===== src/clock_config_pkg.sv =====
// shared constants and carrier types for the clock configuration block
package clock_config_pkg;
    // register byte offsets
    localparam logic [7:0] CTRL_OFFSET = 8'h00;
    localparam logic [7:0] CFG_OFFSET = 8'h04;
    localparam logic [7:0] STATUS_OFFSET = 8'h10;
    // field positions in the configuration register
    localparam int CLKOUT_DIV_LSB = 28;
    localparam int PLL_MUL_HI_BIT = 27;
    localparam int CLKOUT_SRC_LSB = 24;
    localparam int USB_DIV_LSB = 22;
    localparam int PLL_MUL_LO_LSB = 18;
    localparam int PLL_PREDIV_BIT = 17;
    localparam int PLL_REF_BIT = 16;
    localparam int BUS_DIV_LSB = 11;
    // field position in the control register
    localparam int PLL_EN_BIT = 24;
    // field positions in the status register
    localparam int STAT_MUL_LSB = 0;
    localparam int STAT_BUS_LSB = 8;
    // reset values and masks
    localparam logic [31:0] CFG_RESET = 32'h0000_0000;
    localparam logic CTRL_PLL_EN_RESET = 1'b0;
    localparam logic [31:0] CFG_WRITE_MASK = 32'hffff_3800;
    localparam logic [31:0] CFG_LOCK_MASK = 32'h083f_0000;
    // response codes
    localparam logic [1:0] RESP_OKAY = 2'b00;
    localparam logic [1:0] RESP_SLVERR = 2'b10;
    // number of selectable clock-output sources
    localparam int NUM_SOURCES = 7;
    localparam int PLL_SOURCE_IDX = 6;
    // divider shape: counts are in half periods of the source
    localparam int SHAPE_W = 6;
    typedef struct packed {
        logic [SHAPE_W-1:0] period;
        logic [SHAPE_W-1:0] high;
    } div_shape_t;
    // unpacked view of the configuration register
    typedef struct packed {
        logic [3:0] clkout_divider;
        logic [2:0] clkout_source_select;
        logic [1:0] usb_clock_divider;
        logic [4:0] pll_multiplier;
        logic pll_ext_predivide;
        logic pll_reference_select;
        logic [2:0] fast_periph_bus_divider;
    } clk_cfg_t;
endpackage


===== src/clk_sync.sv =====
// two-flop synchroniser for a vector of asynchronous levels
`timescale 1ns/1ps
`default_nettype none
module clk_sync #(
    parameter int WIDTH = 7
) (
    input wire logic aclk,
    input wire logic aresetn,
    input wire logic [WIDTH-1:0] async_in,
    output logic [WIDTH-1:0] sync_out
);
    logic [WIDTH-1:0] meta_reg;
    logic [WIDTH-1:0] meta_next;
    logic [WIDTH-1:0] sync_reg;
    logic [WIDTH-1:0] sync_next;

    // first stage feeds only the second stage
    always_comb begin
        meta_next = async_in;
        sync_next = meta_reg;
    end

    always_ff @(posedge aclk) begin
        if (!aresetn) begin
            meta_reg <= '0;
            sync_reg <= '0;
        end else begin
            meta_reg <= meta_next;
            sync_reg <= sync_next;
        end
    end

    assign sync_out = sync_reg;
endmodule
`default_nettype wire


===== src/half_period_divider.sv =====
// divides a sampled clock level by counting its half periods
`timescale 1ns/1ps
`default_nettype none
module half_period_divider
    import clock_config_pkg::*;
(
    input wire logic aclk,
    input wire logic aresetn,
    input wire logic src_level,
    input wire logic restart,
    input wire clock_config_pkg::div_shape_t shape,
    output logic out_clk
);
    import clock_config_pkg::*;
    logic prev_reg;
    logic prev_next;
    logic armed_reg;
    logic armed_next;
    logic [SHAPE_W-1:0] count_reg;
    logic [SHAPE_W-1:0] count_next;
    logic out_reg;
    logic out_next;
    logic edge_seen;
    logic rise_seen;

    // a restart drops the output and waits for a clean rising edge
    always_comb begin
        edge_seen = src_level != prev_reg;
        rise_seen = src_level & ~prev_reg;
        prev_next = src_level;
        armed_next = armed_reg;
        count_next = count_reg;
        out_next = out_reg;
        if (restart) begin
            armed_next = 1'b0;
            count_next = '0;
            out_next = 1'b0;
        end else if (!armed_reg) begin
            if (rise_seen) begin
                armed_next = 1'b1;
                count_next = '0;
                out_next = 1'b1;
            end
        end else if (edge_seen) begin
            // high for the first 'high' half periods of each 'period'
            if (count_reg + 1'b1 >= shape.period) begin
                count_next = '0;
            end else begin
                count_next = count_reg + 1'b1;
            end
            out_next = count_next < shape.high;
        end
    end

    always_ff @(posedge aclk) begin
        if (!aresetn) begin
            prev_reg <= 1'b0;
            armed_reg <= 1'b0;
            count_reg <= '0;
            out_reg <= 1'b0;
        end else begin
            prev_reg <= prev_next;
            armed_reg <= armed_next;
            count_reg <= count_next;
            out_reg <= out_next;
        end
    end

    assign out_clk = out_reg;
endmodule
`default_nettype wire


===== src/clock_config_dividers.sv =====
// clock configuration register with clock-output and usb clock dividers
`timescale 1ns/1ps
`default_nettype none
// Operation
// - clock-output divider code 0 passes the source with its own duty cycle.
// - codes 1 to 7 divide by code plus one, high for one source half period.
// - codes 8 to 15 divide by 2,4..16 with fifty percent duty cycle.
// - source select 1..7 picks one of seven clocks; zero gives no output.
// - clock output may be truncated when starting or switching source.
// - usb divider codes 0..3 divide the pll output by 1.5, 1, 2, 3.
// - pll multiplier is five bits: bit 27 on top of bits 21:18.
// - multiplier codes 0..14 give code plus two, 15 gives 16, above code plus one.
// - bit 17 halves the external oscillator before the pll; locked while pll runs.
// - bit 16 picks the pll reference; locked while the pll runs.
// - bus divider: leading zero undivided, 100..111 divide by 2, 4, 8, 16.
// - pll enable is software set and cleared, cleared on deep stop entry.
module clock_config_dividers
    import clock_config_pkg::*;
#(
    parameter int ADDR_W = 8
) (
    input wire logic aclk,
    input wire logic aresetn,
    input wire logic [ADDR_W-1:0] s_axi_awaddr,
    input wire logic s_axi_awvalid,
    output logic s_axi_awready,
    input wire logic [31:0] s_axi_wdata,
    input wire logic [3:0] s_axi_wstrb,
    input wire logic s_axi_wvalid,
    output logic s_axi_wready,
    output logic [1:0] s_axi_bresp,
    output logic s_axi_bvalid,
    input wire logic s_axi_bready,
    input wire logic [ADDR_W-1:0] s_axi_araddr,
    input wire logic s_axi_arvalid,
    output logic s_axi_arready,
    output logic [31:0] s_axi_rdata,
    output logic [1:0] s_axi_rresp,
    output logic s_axi_rvalid,
    input wire logic s_axi_rready,
    input wire logic [clock_config_pkg::NUM_SOURCES-1:0] clkout_sources,
    input wire logic deep_stop_entry,
    output logic clkout_pin,
    output logic usb_clock,
    output logic pll_enable,
    output logic [5:0] pll_multiplier_factor,
    output logic pll_reference_select,
    output logic pll_ext_predivide,
    output logic [4:0] fast_periph_bus_factor
);
    import clock_config_pkg::*;

    if (ADDR_W < 5) begin : g_addr_check
        $error("ADDR_W too small to reach the status register");
    end

    // bus slave state
    logic awready_reg, awready_next, wready_reg, wready_next;
    logic aw_held_reg, aw_held_next, w_held_reg, w_held_next;
    logic [ADDR_W-1:0] waddr_reg, waddr_next;
    logic [31:0] wdata_reg, wdata_next;
    logic [3:0] wstrb_reg, wstrb_next;
    logic bvalid_reg, bvalid_next;
    logic [1:0] bresp_reg, bresp_next;
    logic arready_reg, arready_next, rvalid_reg, rvalid_next;
    logic [31:0] rdata_reg, rdata_next;
    logic [1:0] rresp_reg, rresp_next;
    // register state
    logic [31:0] cfg_reg, cfg_next;
    logic pll_en_reg, pll_en_next;
    logic [5:0] mul_reg, mul_next;
    logic [4:0] bus_reg, bus_next;
    logic [6:0] clkout_sel_reg, clkout_sel_next;
    logic [1:0] usb_sel_reg, usb_sel_next;
    // combinational helpers
    logic do_write;
    logic [31:0] byte_mask, cfg_mask;
    clk_cfg_t cfg;
    logic [NUM_SOURCES-1:0] src_sync;
    logic clkout_level;
    div_shape_t clkout_shape, usb_shape;
    logic [4:0] fact_m1;

    // field view of the configuration register
    assign cfg.clkout_divider = cfg_reg[CLKOUT_DIV_LSB +: 4];
    assign cfg.clkout_source_select = cfg_reg[CLKOUT_SRC_LSB +: 3];
    assign cfg.usb_clock_divider = cfg_reg[USB_DIV_LSB +: 2];
    assign cfg.pll_multiplier = {cfg_reg[PLL_MUL_HI_BIT], cfg_reg[PLL_MUL_LO_LSB +: 4]};
    assign cfg.pll_ext_predivide = cfg_reg[PLL_PREDIV_BIT];
    assign cfg.pll_reference_select = cfg_reg[PLL_REF_BIT];
    assign cfg.fast_periph_bus_divider = cfg_reg[BUS_DIV_LSB +: 3];

    // write channel: address and data taken in either order, answered once both held
    always_comb begin
        aw_held_next = aw_held_reg;
        w_held_next = w_held_reg;
        waddr_next = waddr_reg;
        wdata_next = wdata_reg;
        wstrb_next = wstrb_reg;
        bvalid_next = bvalid_reg;
        bresp_next = bresp_reg;
        do_write = aw_held_reg && w_held_reg && !bvalid_reg;
        if (s_axi_awvalid && awready_reg) begin
            aw_held_next = 1'b1;
            waddr_next = s_axi_awaddr;
        end
        if (s_axi_wvalid && wready_reg) begin
            w_held_next = 1'b1;
            wdata_next = s_axi_wdata;
            wstrb_next = s_axi_wstrb;
        end
        if (do_write) begin
            aw_held_next = 1'b0;
            w_held_next = 1'b0;
            bvalid_next = 1'b1;
            if (waddr_reg == ADDR_W'(CTRL_OFFSET) || waddr_reg == ADDR_W'(CFG_OFFSET)
                    || waddr_reg == ADDR_W'(STATUS_OFFSET)) begin
                bresp_next = RESP_OKAY;
            end else begin
                bresp_next = RESP_SLVERR;
            end
        end else if (bvalid_reg && s_axi_bready) begin
            bvalid_next = 1'b0;
        end
        // no new beat until the response has gone
        awready_next = !aw_held_next && !bvalid_next;
        wready_next = !w_held_next && !bvalid_next;
    end

    // byte lanes of the pending write
    always_comb begin
        for (int i = 0; i < 4; i++) begin
            byte_mask[8*i +: 8] = {8{wstrb_reg[i]}};
        end
        // pll fields are frozen while the pll runs, so retuning needs a stop first
        cfg_mask = byte_mask & CFG_WRITE_MASK;
        if (pll_en_reg) begin
            cfg_mask = cfg_mask & ~CFG_LOCK_MASK;
        end
    end

    // configuration and control registers
    always_comb begin
        cfg_next = cfg_reg;
        pll_en_next = pll_en_reg;
        if (do_write && waddr_reg == ADDR_W'(CFG_OFFSET)) begin
            cfg_next = (cfg_reg & ~cfg_mask) | (wdata_reg & cfg_mask);
        end
        if (do_write && waddr_reg == ADDR_W'(CTRL_OFFSET) && wstrb_reg[PLL_EN_BIT/8]) begin
            pll_en_next = wdata_reg[PLL_EN_BIT];
        end
        // stop entry wins over a software set in the same cycle
        if (deep_stop_entry) begin
            pll_en_next = 1'b0;
        end
    end

    // read channel: one beat in flight, data one cycle after address
    always_comb begin
        arready_next = arready_reg;
        rvalid_next = rvalid_reg;
        rdata_next = rdata_reg;
        rresp_next = rresp_reg;
        if (s_axi_arvalid && arready_reg) begin
            arready_next = 1'b0;
            rvalid_next = 1'b1;
            rresp_next = RESP_OKAY;
            rdata_next = '0;
            if (s_axi_araddr == ADDR_W'(CTRL_OFFSET)) begin
                rdata_next[PLL_EN_BIT] = pll_en_reg;
            end else if (s_axi_araddr == ADDR_W'(CFG_OFFSET)) begin
                rdata_next = cfg_reg; // reserved bits never stored, read zero
            end else if (s_axi_araddr == ADDR_W'(STATUS_OFFSET)) begin
                rdata_next[STAT_MUL_LSB +: 6] = mul_reg;
                rdata_next[STAT_BUS_LSB +: 5] = bus_reg;
            end else begin
                rresp_next = RESP_SLVERR;
            end
        end else if (rvalid_reg && s_axi_rready) begin
            rvalid_next = 1'b0;
            arready_next = 1'b1;
        end
        // after reset nothing is in flight, so open the address channel
        if (!arready_reg && !rvalid_reg) begin
            arready_next = 1'b1;
        end
    end

    // decoded factors and change detection for the dividers
    always_comb begin
        if (cfg.pll_multiplier < 5'h0f) begin
            mul_next = {1'b0, cfg.pll_multiplier} + 6'h02;
        end else if (cfg.pll_multiplier == 5'h0f) begin
            mul_next = 6'h10;
        end else begin
            mul_next = {1'b0, cfg.pll_multiplier} + 6'h01;
        end
        if (!cfg.fast_periph_bus_divider[2]) begin
            bus_next = 5'h01;
        end else begin
            bus_next = 5'h02 << cfg.fast_periph_bus_divider[1:0];
        end
        clkout_sel_next = {cfg.clkout_divider, cfg.clkout_source_select};
        usb_sel_next = cfg.usb_clock_divider;
    end

    // clock-output shape; counts are in source half periods
    always_comb begin
        fact_m1 = {1'b0, cfg.clkout_divider};
        if (!cfg.clkout_divider[3]) begin
            // code 0 gives period 2, high 1: the source itself
            clkout_shape.period = SHAPE_W'({fact_m1, 1'b0}) + 6'h02;
            clkout_shape.high = 6'h01;
        end else begin
            clkout_shape.high = SHAPE_W'({fact_m1 - 5'h07, 1'b0});
            clkout_shape.period = SHAPE_W'({fact_m1 - 5'h07, 2'b00});
        end
        // 1.5 needs both pll edges: three half periods, high for two
        case (cfg.usb_clock_divider)
            2'b00: usb_shape = '{period: 6'h03, high: 6'h02};
            2'b01: usb_shape = '{period: 6'h02, high: 6'h01};
            2'b10: usb_shape = '{period: 6'h04, high: 6'h02};
            default: usb_shape = '{period: 6'h06, high: 6'h03};
        endcase
    end

    // source clocks arrive asynchronously; aclk must run well above the chosen source
    clk_sync #(
        .WIDTH(NUM_SOURCES)
    ) u_sync (
        .aclk(aclk),
        .aresetn(aresetn),
        .async_in(clkout_sources),
        .sync_out(src_sync)
    );

    // code zero selects nothing and leaves the output low
    assign clkout_level = (cfg.clkout_source_select != 3'h0)
        ? src_sync[cfg.clkout_source_select - 3'h1] : 1'b0;

    // a change of setting cuts the current pulse short
    half_period_divider u_clkout_div (
        .aclk(aclk),
        .aresetn(aresetn),
        .src_level(clkout_level),
        .restart(clkout_sel_next != clkout_sel_reg),
        .shape(clkout_shape),
        .out_clk(clkout_pin)
    );

    half_period_divider u_usb_div (
        .aclk(aclk),
        .aresetn(aresetn),
        .src_level(src_sync[PLL_SOURCE_IDX]),
        .restart(usb_sel_next != usb_sel_reg),
        .shape(usb_shape),
        .out_clk(usb_clock)
    );

    always_ff @(posedge aclk) begin
        if (!aresetn) begin
            awready_reg <= 1'b0;
            wready_reg <= 1'b0;
            aw_held_reg <= 1'b0;
            w_held_reg <= 1'b0;
            waddr_reg <= '0;
            wdata_reg <= '0;
            wstrb_reg <= '0;
            bvalid_reg <= 1'b0;
            bresp_reg <= RESP_OKAY;
            arready_reg <= 1'b0;
            rvalid_reg <= 1'b0;
            rdata_reg <= '0;
            rresp_reg <= RESP_OKAY;
            cfg_reg <= CFG_RESET;
            pll_en_reg <= CTRL_PLL_EN_RESET;
            mul_reg <= 6'h02;
            bus_reg <= 5'h01;
            clkout_sel_reg <= '0;
            usb_sel_reg <= '0;
        end else begin
            awready_reg <= awready_next;
            wready_reg <= wready_next;
            aw_held_reg <= aw_held_next;
            w_held_reg <= w_held_next;
            waddr_reg <= waddr_next;
            wdata_reg <= wdata_next;
            wstrb_reg <= wstrb_next;
            bvalid_reg <= bvalid_next;
            bresp_reg <= bresp_next;
            arready_reg <= arready_next;
            rvalid_reg <= rvalid_next;
            rdata_reg <= rdata_next;
            rresp_reg <= rresp_next;
            cfg_reg <= cfg_next;
            pll_en_reg <= pll_en_next;
            mul_reg <= mul_next;
            bus_reg <= bus_next;
            clkout_sel_reg <= clkout_sel_next;
            usb_sel_reg <= usb_sel_next;
        end
    end

    assign s_axi_awready = awready_reg;
    assign s_axi_wready = wready_reg;
    assign s_axi_bvalid = bvalid_reg;
    assign s_axi_bresp = bresp_reg;
    assign s_axi_arready = arready_reg;
    assign s_axi_rvalid = rvalid_reg;
    assign s_axi_rdata = rdata_reg;
    assign s_axi_rresp = rresp_reg;
    assign pll_enable = pll_en_reg;
    assign pll_multiplier_factor = mul_reg;
    assign fast_periph_bus_factor = bus_reg;
    assign pll_reference_select = cfg_reg[PLL_REF_BIT];
    assign pll_ext_predivide = cfg_reg[PLL_PREDIV_BIT];
endmodule
`default_nettype wire


===== config.mk =====
export PLATFORM = sky130hd
export DESIGN_NAME = clock_config_dividers
export DESIGN_NICKNAME = d
export VERILOG_FILES = /design/src/clock_config_pkg.sv /design/src/clk_sync.sv /design/src/half_period_divider.sv /design/src/clock_config_dividers.sv
export SDC_FILE = /design/constraint.sdc
export NUM_CORES = 1
export LEC_CHECK = 0
export ABC_AREA = 0
export BUFFER_PORTS_ARGS = -buffer_cell sky130_fd_sc_hd__buf_4
export CORE_MARGIN = 3
export CORE_UTILIZATION = 48
export CTS_BUF_LIST = sky130_fd_sc_hd__clkbuf_16
export CTS_CLUSTER_SIZE = 24
export DETAILED_ROUTE_END_ITERATION = 8
export HOLD_SLACK_MARGIN = 0.12
export PLACE_DENSITY = 0.71
export SLEW_MARGIN = 20
export SYNTH_ARGS = -nofsm -noshare
export SYNTH_HDL_FRONTEND = slang
export SYNTH_HIERARCHICAL = 1
export SYNTH_SLANG_ARGS = --single-unit

===== constraint.sdc =====
create_clock -name aclk -period 4 [get_ports aclk]
set_input_delay 0.2 -clock aclk [delete_from_list [all_inputs] [get_ports aclk]]
set_output_delay 0.2 -clock aclk [all_outputs]
set_load 0.02 [all_outputs]

; After elaboration in Yosys (flattened, before gate mapping)
; Cells that the tools add are included.
[totals]
reg_bits = 172
in_bits = 67
elab_cells = 156
[classes]
addsub = 7
order_cmp = 6
eq_ne = 13
shift = 1
mux = 56
bitwise_logic = 9
n_reduce_logical = 35
[ops]
columns = operator, count
row1 = 6-bit two-way mux, 18
row2 = 32-bit AND, 2
row3 = 32-bit inverter, 1
row4 = 32-bit OR, 1
row5 = 28-bit two-way mux, 1
row6 = 9-bit one-hot mux with 3 select lines, 1
row7 = 1-bit two-way mux, 24
row8 = 24-bit two-way mux, 1
row9 = 19-bit two-way mux, 1
row10 = "8-bit by 3-bit == test with 1-bit output, second input constant", 2
row11 = "8-bit by 5-bit == test with 1-bit output, second input constant", 2
row12 = 8-bit logical NOT, 2
row13 = 1-bit logical AND, 13
row14 = "5-bit by 2-bit adder with 6-bit output, second input constant", 2
row15 = "6-bit by 1-bit adder with 6-bit output, second input constant", 2
row16 = 6-bit < comparator, 2
row17 = 12-bit two-way mux, 1
row18 = 2-bit two-way mux, 5
row19 = 5-bit two-way mux, 2
row20 = 7-bit two-way mux, 1
row21 = 7-bit != test, 1
row22 = "5-bit by 1-bit adder with 6-bit output, second input constant", 1
row23 = 6-bit by 3-bit greater-or-equal comparator with 1-bit output, 1
row24 = 6-bit greater-or-equal comparator, 1
row25 = 21 further kinds, 39

; Logic depth before layout (Yosys ltp)
; Gate-level depths: netlist of the first run.
[logic_depth]
word_depth = 11
mapped_depth = 16
ltp_nobuf = 15

; By module
; The synthesis of the first run kept the hierarchy.
[modules_own_cells]
columns = module, n_inst, cells_per_inst, area_per_inst_um2, seq_area_each_um2
row1 = clock_config_dividers, 1, 449, 4375.4, 2142.1
row2 = half_period_divider, 2, 98, 798.3, 180.2
row3 = clk_sync, 1, 29, 391.6, 280.3

; Worst setup path before layout of the first run
; Ideal clock, no wire load.
[synth_path]
path_type = flip-flop to flip-flop
start = reg with a tool-made name
end = reg u_clkout_div.out_reg, in the netlist u_clkout_div/out_clk
setup_time_ns = 0.075
arrival_time_ns = 2.746
path_slack_ns = 1.179
path_stages_with_launch = 15
n_path_buf = 0
synth_period_minus_slack_ns = 2.821
cell_sequence = dfxtp_1 ha_1 xor2_1 mux2_2 inv_1 ha_1 a21oi_1 o21a_1 o21ai_1 nor2b_1 ha_1 a21o_1 a2111oi_2 o21ai_1 o22ai_1
[synth_rtl]
columns = element, line
row1 = to (signal assigned), half_period_divider.sv:65  ; out_reg <= out_next;
row2 = to (decl), half_period_divider.sv:21  ; logic out_reg;

==> results of run 1 <==
==> metal layers <==
metal / GRT usage, % / part of all wire, % / vias to the layer above
li1: - / - / 2552
met1: 24.7 / 45 / 2363
met2: 33.0 / 48 / 136
met3: 4.62 / 5.0 / 21
met4: 7.70 / 1.9 / 0
met5: 0 / 0 / -
==> power by group through the flow <==
stage	Clock (mW)	Combinational, mW	Sequential, mW
2_1_floorplan	0	0.108	1.47
3_3_place_gp	0	0.177	1.46
3_5_place_dp	0	0.182	1.46
4_1_cts	1.68	0.213	1.43
5_1_grt	1.73	0.234	1.44
6_report	1.66	0.213	1.43
==> repair_timing <==
| action | CTS | global route |
|---|---|---|
| hold endpoints to repair | 41 | 0 |
| endpoints found under the setup margin | 0 | 0 |
| hold buffers | 40 | 0 |
==> critical path, delay by kind of cell, from the launching register on <==
kind	cells	cell delay, ps
xor+xnor	1	180
buf+inv	1	40
fa+ha+maj	3	820
simple gates	1	150
flops	1	520
mux	1	170
compound gates	7	1320
==> logic make-up (layout without fill, tap and decap cells) <==
group | count (synthesis) | in the layout | synth area share, %
compound gates | 125 | 125 | 14.7
xor+xnor | 21 | 21 | 2.89
fa+ha+maj | 32 | 32 | 6.29
buf+inv | 72 | 207 | 5.09
flops | 139 | 139 | 43.7
mux | 26 | 26 | 4.31
other cells | 1 | 15 | 0.0589
simple gates | 258 | 258 | 22.9
==> stage by stage <==
step | instance area, µm² | worst slack [ps] | util [%]
after global placement | 7200 | 917 | 56.4
final | 8230 | 722 | 64.4
after CTS | 8230 | 724 | 64.4
after detailed placement | 7200 | 786 | 56.4
after floorplan | 6420 | 1180 | -
after global routing | 8230 | 481 | 64.4
==> layout make-up <==
| class | instances | area share, % |
|---|---|---|
| Multi-Input combinational cell | 477 | 40.2 |
| Sequential cell | 139 | 33.8 |
| Timing Repair Buffer | 143 | 14.3 |
| Clock buffer | 17 | 5.17 |
| Tap cell | 172 | 2.62 |
| Clock inverter | 14 | 2.37 |
| Inverter | 33 | 1.51 |
==> worst max path at each step <==
stage	start	end	cells past startpoint	slack, ps
global placement	flop	u_clkout_div/out_clk	14	920
finish	flop	u_clkout_div/out_clk	14	720
floorplan	flop	u_clkout_div/out_clk	14	1180
CTS	flop	u_clkout_div/out_clk	14	720
detailed placement	flop	u_clkout_div/out_clk	14	790
global route	flop	u_clkout_div/out_clk	14	480
==> synth_stat cells, drive strengths merged <==
master	number	area (µm²)
dfxtp	139	2780
nand2	101	379
and2	33	219
inv	33	124
a21boi	32	240
ha	32	400
clkbuf	28	105
nor2b	28	175
a21oi	27	165
a22o	25	231
mux2i	24	240
nor2	24	95.1
o21ai	18	97.6
nand3	16	90.1
xnor2	13	114
buf	11	95.1
nand4	10	90.1
nand2b	9	56.3
nand3b	8	85.1
xor2	8	70.1
nor3	6	30.0
and3b	5	43.8
o21a	5	52.6
a31oi	4	25.0
nor3b	4	52.6
a21o	3	22.5
and4	3	26.3
nand4b	3	26.3
nor4	3	48.8
a2111oi	2	30.0
a211oi	2	15.0
and3	2	12.5
nor4bb	2	20.0
o211a	2	20.0
o211ai	2	15.0
o22ai	2	12.5
conb	1	3.75
mux2	1	11.3
mux4	1	22.5
nor4b	1	8.76
o41ai	1	8.76
==> out/summary.txt, run 1 <==
GRT Util Overall -> 19.7%
Lkg Pwr -> 3.61 nW
Max Cap Viol -> 0
final setup violation count -> 0
clock-pin slew on the worst setup and hold paths -> 60 ps
Mapped Area -> 0.00636 mm²
Crit-path slowest cell -> dfxtp_1
Hold Path Origin -> s_axi_araddr[4]
Int Pwr -> 2.56 mW
dpl cells -> 924
multi-input logic area -> 0.00331 mm²
detailed-route via count -> 5072
Detail Route Antenna Nets -> 0
skew final -> 13.0 ps
Synth warnings -> 6
FF+latch count, synth -> 139
fin cells -> 995
Worst EP required -> 4330 ps
r2r worst-path depth -> 14
worst stage delay on the critical path -> 520 ps
status -> completed
half-perimeter wire length after placement -> 9850 µm
routability congestion estimate -> 0.850
DIE WIDTH -> 121 µm
Syn Area/Cell -> 9.44 µm²
combinational cell fraction of total power -> 6.4%
clock share of power -> 50.1%
final cycle utilization of the critical path -> 81.9%
Psw -> 0.738 mW
HP Class -> in -> reg
Slew @ Worst Pin -> 1100 ps
post-DR wirelength/cell -> 14.2 µm
Detailed Route Iter0 Violations -> 294
FMAX -> 305 MHz
most frequent CP cell -> ha_1
setup repair bufs after CTS -> 0
Crit. End Element -> flop
final setup TNS -> 0 ps
WS Path Type -> reg -> reg
commonest cells after routing, fill and taps aside -> 139 x dfxtp_1, 103 x buf_4, 101 x nand2_1
TritonCTS Buffers -> 17
H-tree depth -> 4
Final Hold Fails -> 0
num rows -> 41
reg2reg setup slack -> 720 ps
later-pin clock latency in the skew report -> 420 ps
commonest non-fill, non-tap cell in the layout -> dfxtp_1
Sw Share -> 22.3%
antenna cells -> 0
r2r endpoint -> u_clkout_div/out_clk
port bufs -> 103
die footprint -> 0.0147 mm²
pwr/cell area -> 401 mW/mm²
startpoint type of the worst setup path -> flop
unrepaired setup endpoints after global routing -> false
gr ovfl total -> 0
fin crit period -> 3280 ps
Die Ht -> 121 µm
Initial Util -> 49.8%
CTS-repair resized insts -> 0
Total Nets Final -> 910
CP Data Arrival Time -> 3610 ps
Mapped Cells -> 674
Yosys cell types -> 56
Max VDD drop -> 370 µV
register area share after synthesis -> 43.7%
slew margin rel. -> 27.0%
crit-path max FO -> 10
share of cells above drive strength 1 -> 22.1%
Design Power -> 3.30 mW
CP Cell Sequence -> ha_1 -> xor2_1 -> mux2_2 -> inv_1 -> ha_1 -> a21oi_1 -> o21a_1 -> o21ai_1 -> nor2b_1 -> ha_1 -> a21o_1 -> a2111oi_2 -> o21ai_1 -> o22ai_1
Via density -> 5.10
sequential group share of total power -> 43.4%
Filler Cell Count -> 1033
Slew Limit Fails -> 0
global-route wire length before repair -> 23200 µm
Root Buffer -> clkbuf_16
# IOs -> 124
Area Overhead vs Synth -> 29.3%
hold slack final -> 158 ps
Hold Path End -> s_axi_rresp[1]
register area -> 0.00278 mm²
Worst Hold Depth -> 3
initial antenna violation count -> 0
Clock Sinks -> 139
TritonCTS clock tree -> built
vias in the first global route -> 5032
Core Box Area -> 0.0128 mm²
largest net degree at the start of global routing -> 95
WL final -> 14100 µm
deepest clock path buffer count -> 2
Pre-antenna DRT Iters -> 5
# DRC -> 0
Power figures use the tool's default switching activity.
==> run 2: changes to the inputs <==
--- a/config.mk
+++ b/config.mk
@@ -5,7 +5,7 @@
 export SDC_FILE = /design/constraint.sdc
 export NUM_CORES = 1
 export LEC_CHECK = 0
-export ABC_AREA = 0
+export ABC_AREA = 1
 export BUFFER_PORTS_ARGS = -buffer_cell sky130_fd_sc_hd__buf_4
 export CORE_MARGIN = 3
 export CORE_UTILIZATION = 48
@@ -13,7 +13,7 @@
 export CTS_CLUSTER_SIZE = 24
 export DETAILED_ROUTE_END_ITERATION = 8
 export HOLD_SLACK_MARGIN = 0.12
-export PLACE_DENSITY = 0.71
+export PLACE_DENSITY = 0.74
 export SLEW_MARGIN = 20
 export SYNTH_ARGS = -nofsm -noshare
 export SYNTH_HDL_FRONTEND = slang
==> constraint.sdc (replaced) <==
create_clock -name aclk -period 2.8 [get_ports aclk]
set_input_delay 0.14 -clock aclk [delete_from_list [all_inputs] [get_ports aclk]]
set_output_delay 0.14 -clock aclk [all_outputs]
set_load 0.02 [all_outputs]
==> run 2 against run 1 <==
Largest power group is now sequential cells. Final cell count up 18%. Die area down 0.41%. Final area up 1.1%. Total power up 36%. Largest cell class unchanged. Non-clock buffer count up 17.
==> out/summary.txt, run 2 <==
Initial Util -> 49.6%
Slew Limit Fails -> 0
register area -> 0.00279 mm²
ys async rst share -> 0%
GRT Util Overall -> 20.8%
# DRC -> 0
H-tree depth -> 4
commonest cells after routing, fill and taps aside -> 163 x nand2_1, 135 x dfxtp_1, 114 x buf_4
Syn Area/Cell -> 7.61 µm²
Lkg Pwr -> 3.95 nW
Mapped Area -> 0.00634 mm²
TritonCTS clock tree -> built
Synth Flop Type -> dfxtp_1
vias in the first global route -> 5334
Synth area leaders -> dfxtp_1 44%, nand2_1 9.7%, inv_1 6.3%
Hold Path Origin -> s_axi_araddr[6]
Filler Cell Count -> 1108
Core Box Area -> 0.0128 mm²
half-perimeter wire length after placement -> 9580 µm
Root Buffer -> clkbuf_16
Post-synth EDFFs -> 0
Crit. End Element -> flop
most common cell in the netlist -> nand2_1
Synth area leader -> dfxtp_1
Worst Setup SP -> u_clkout_div/count_reg[0]
startpoint type of the worst setup path -> flop
Final Hold Fails -> 0
Mapped Cells -> 833
slew margin rel. -> 57.4%
crit path buf inv count -> 3
later-pin clock latency in the skew report -> 420 ps
Clock Sinks -> 139
final setup violation count -> 0
top-area cell type share of the netlist area -> 43.9%
fin crit period -> 2610 ps
worst stage delay on the critical path -> 330 ps
num rows -> 41
global-route wire length before repair -> 24400 µm
final setup TNS -> 0 ps
largest net degree at the start of global routing -> 47
status -> completed
Worst EP required -> 3140 ps
commonest non-fill, non-tap cell in the layout -> nand2_1
CP Data Arrival Time -> 2950 ps
gr ovfl total -> 0
TritonCTS Buffers -> 17
Pre-antenna DRT Iters -> 4
multi-input logic area -> 0.00302 mm²
Crit-path slowest cell -> dfxtp_2
WL final -> 14400 µm
Post-synth top cells -> 164 x nand2_1, 139 x dfxtp_1, 107 x inv_1, 101 x nor2_1, 68 x o21ai_0
pwr/cell area -> 539 mW/mm²
post-DR wirelength/cell -> 12.2 µm
FMAX -> 384 MHz
Synth warnings -> 6
cell area after layout -> 0.00832 mm²
FF+latch count, synth -> 139
routability congestion estimate -> 0.850
initial antenna violation count -> 0
Via density -> 4.77
detailed-route via count -> 5624
share of cells above drive strength 1 -> 19.9%
Yosys cell types -> 36
worst r2r src -> u_clkout_div/count_reg[0]
DIE WIDTH -> 121 µm
deepest clock path buffer count -> 2
WS Path Type -> reg -> reg
CP Cell Sequence -> ha_1 -> nand2_1 -> inv_2 -> nand2_1 -> xor2_2 -> inv_1 -> ha_1 -> nand2_1 -> inv_2 -> a21oi_4 -> nand2_4 -> nor2_2 -> ha_1 -> nand2_1 -> nor2_1 -> a211oi_1 -> nand2_1 -> a21oi_1
skew final -> 5.58 ps
Die Ht -> 121 µm
crit-path max FO -> 5
Crit path max-delay family -> adder cells
# IOs -> 124
most frequent CP cell -> nand2_1
Detailed Route Iter0 Violations -> 334
die footprint -> 0.0146 mm²
clock-pin slew on the worst setup and hold paths -> 60 ps
antenna cells -> 0
final cycle utilization of the critical path -> 93.1%
Total Nets Final -> 1092
placed inst area -> 0.00726 mm²
Max VDD drop -> 538 µV
register area share after synthesis -> 43.9%
port bufs -> 103
Slew @ Worst Pin -> 638 ps
HP Class -> in -> reg
Detail Route Antenna Nets -> 0
Area Overhead vs Synth -> 31.3%
Max Cap Viol -> 0
-- run 2: cell count changes after synthesis, sizes merged, moves of 25 or more --
cell	previous run	this run
nor2	24	122
and2	33	0
nor2b	28	0
nand2	101	171
o21ai	18	74
inv	33	116
a21oi	27	56
a21boi	32	0
a22o	25	0
-- run 2: path summary, 6_finish.rpt --
path / endpoint / slack [ps] / cells after the start
setup / recovery: u_clkout_div/out_clk / 190 / 18
setup reg to reg: u_clkout_div/out_clk / 190 / 18
hold reg to reg: u_sync/sync_out[5] / 410 / 2
hold / removal: s_axi_rdata[24] / 200 / 8
-- run 2: metal layers --
metal / vias to the layer above / share of wire (%) / track usage (%)
met2: 133 / 47 / 34.4
met3: 16 / 5.3 / 5.73
met4: 0 / 1.3 / 6.52
li1: 2944 / - / -
met5: - / 0 / 0
met1: 2531 / 47 / 26.3
-- run 2: repair_timing --
item | CTS | global route
hold endpoints to repair | 47 | 0
resized for setup | 0 | 12
hold buffers | 46 | 0
setup buffers | 0 | 1
setup endpoints to repair | 0 | 2
-- run 2: where the power goes --
part / internal (mW) / total [mW] / switching, mW
Sequential: 2.04 / 2.07 / 0.0306
Combinational: 0.160 / 0.359 / 0.199
Clock: 1.28 / 2.06 / 0.785
Total: 3.47 / 4.49 / 1.02
-- run 2: layout make-up --
type	count	area share, %
Sequential cell	139	33.5
Tap cell	172	2.59
Inverter	116	5.23
Clock buffer	17	5.11
Clock inverter	15	1.43
Multi-Input combinational cell	559	36.3
Timing Repair Buffer	160	15.8
-- run 2: logic make-up after synthesis --
| logic type | share of synthesized area (%) |
|---|---|
| adders and majority gates | 6.32 |
| xor gates and xnor gates | 2.35 |
| and+or+nand+nor | 25.7 |
| AOI/OAI and AO/OA | 11.7 |
| buffers and inverters | 9.95 |
| other | 0.0592 |
| DFF | 43.9 |
-- run 2: tightest hold or removal path: stages --
cell and delay (ps):
buf_4 80, nor2_2 40, nand3_1 60, nor2_1 60, nand2_1 60, nand3_1 50
nand2_1 60, inv_1 30
-- run 2: per-stage QoR --
stage          std cells  total power [mW]  worst slack [ps]  utilization (%)  hold slack [ps]
2_1_floorplan        847              2.30               275                -              233
3_3_place_gp        1099              2.40               163             56.8              320
3_5_place_dp        1099              2.41              95.0             56.8              321
4_1_cts             1177              4.51              85.4             64.7              191
5_1_grt             1178              4.66             -25.9             65.1              227
6_report            1178              4.49               192             65.1              204
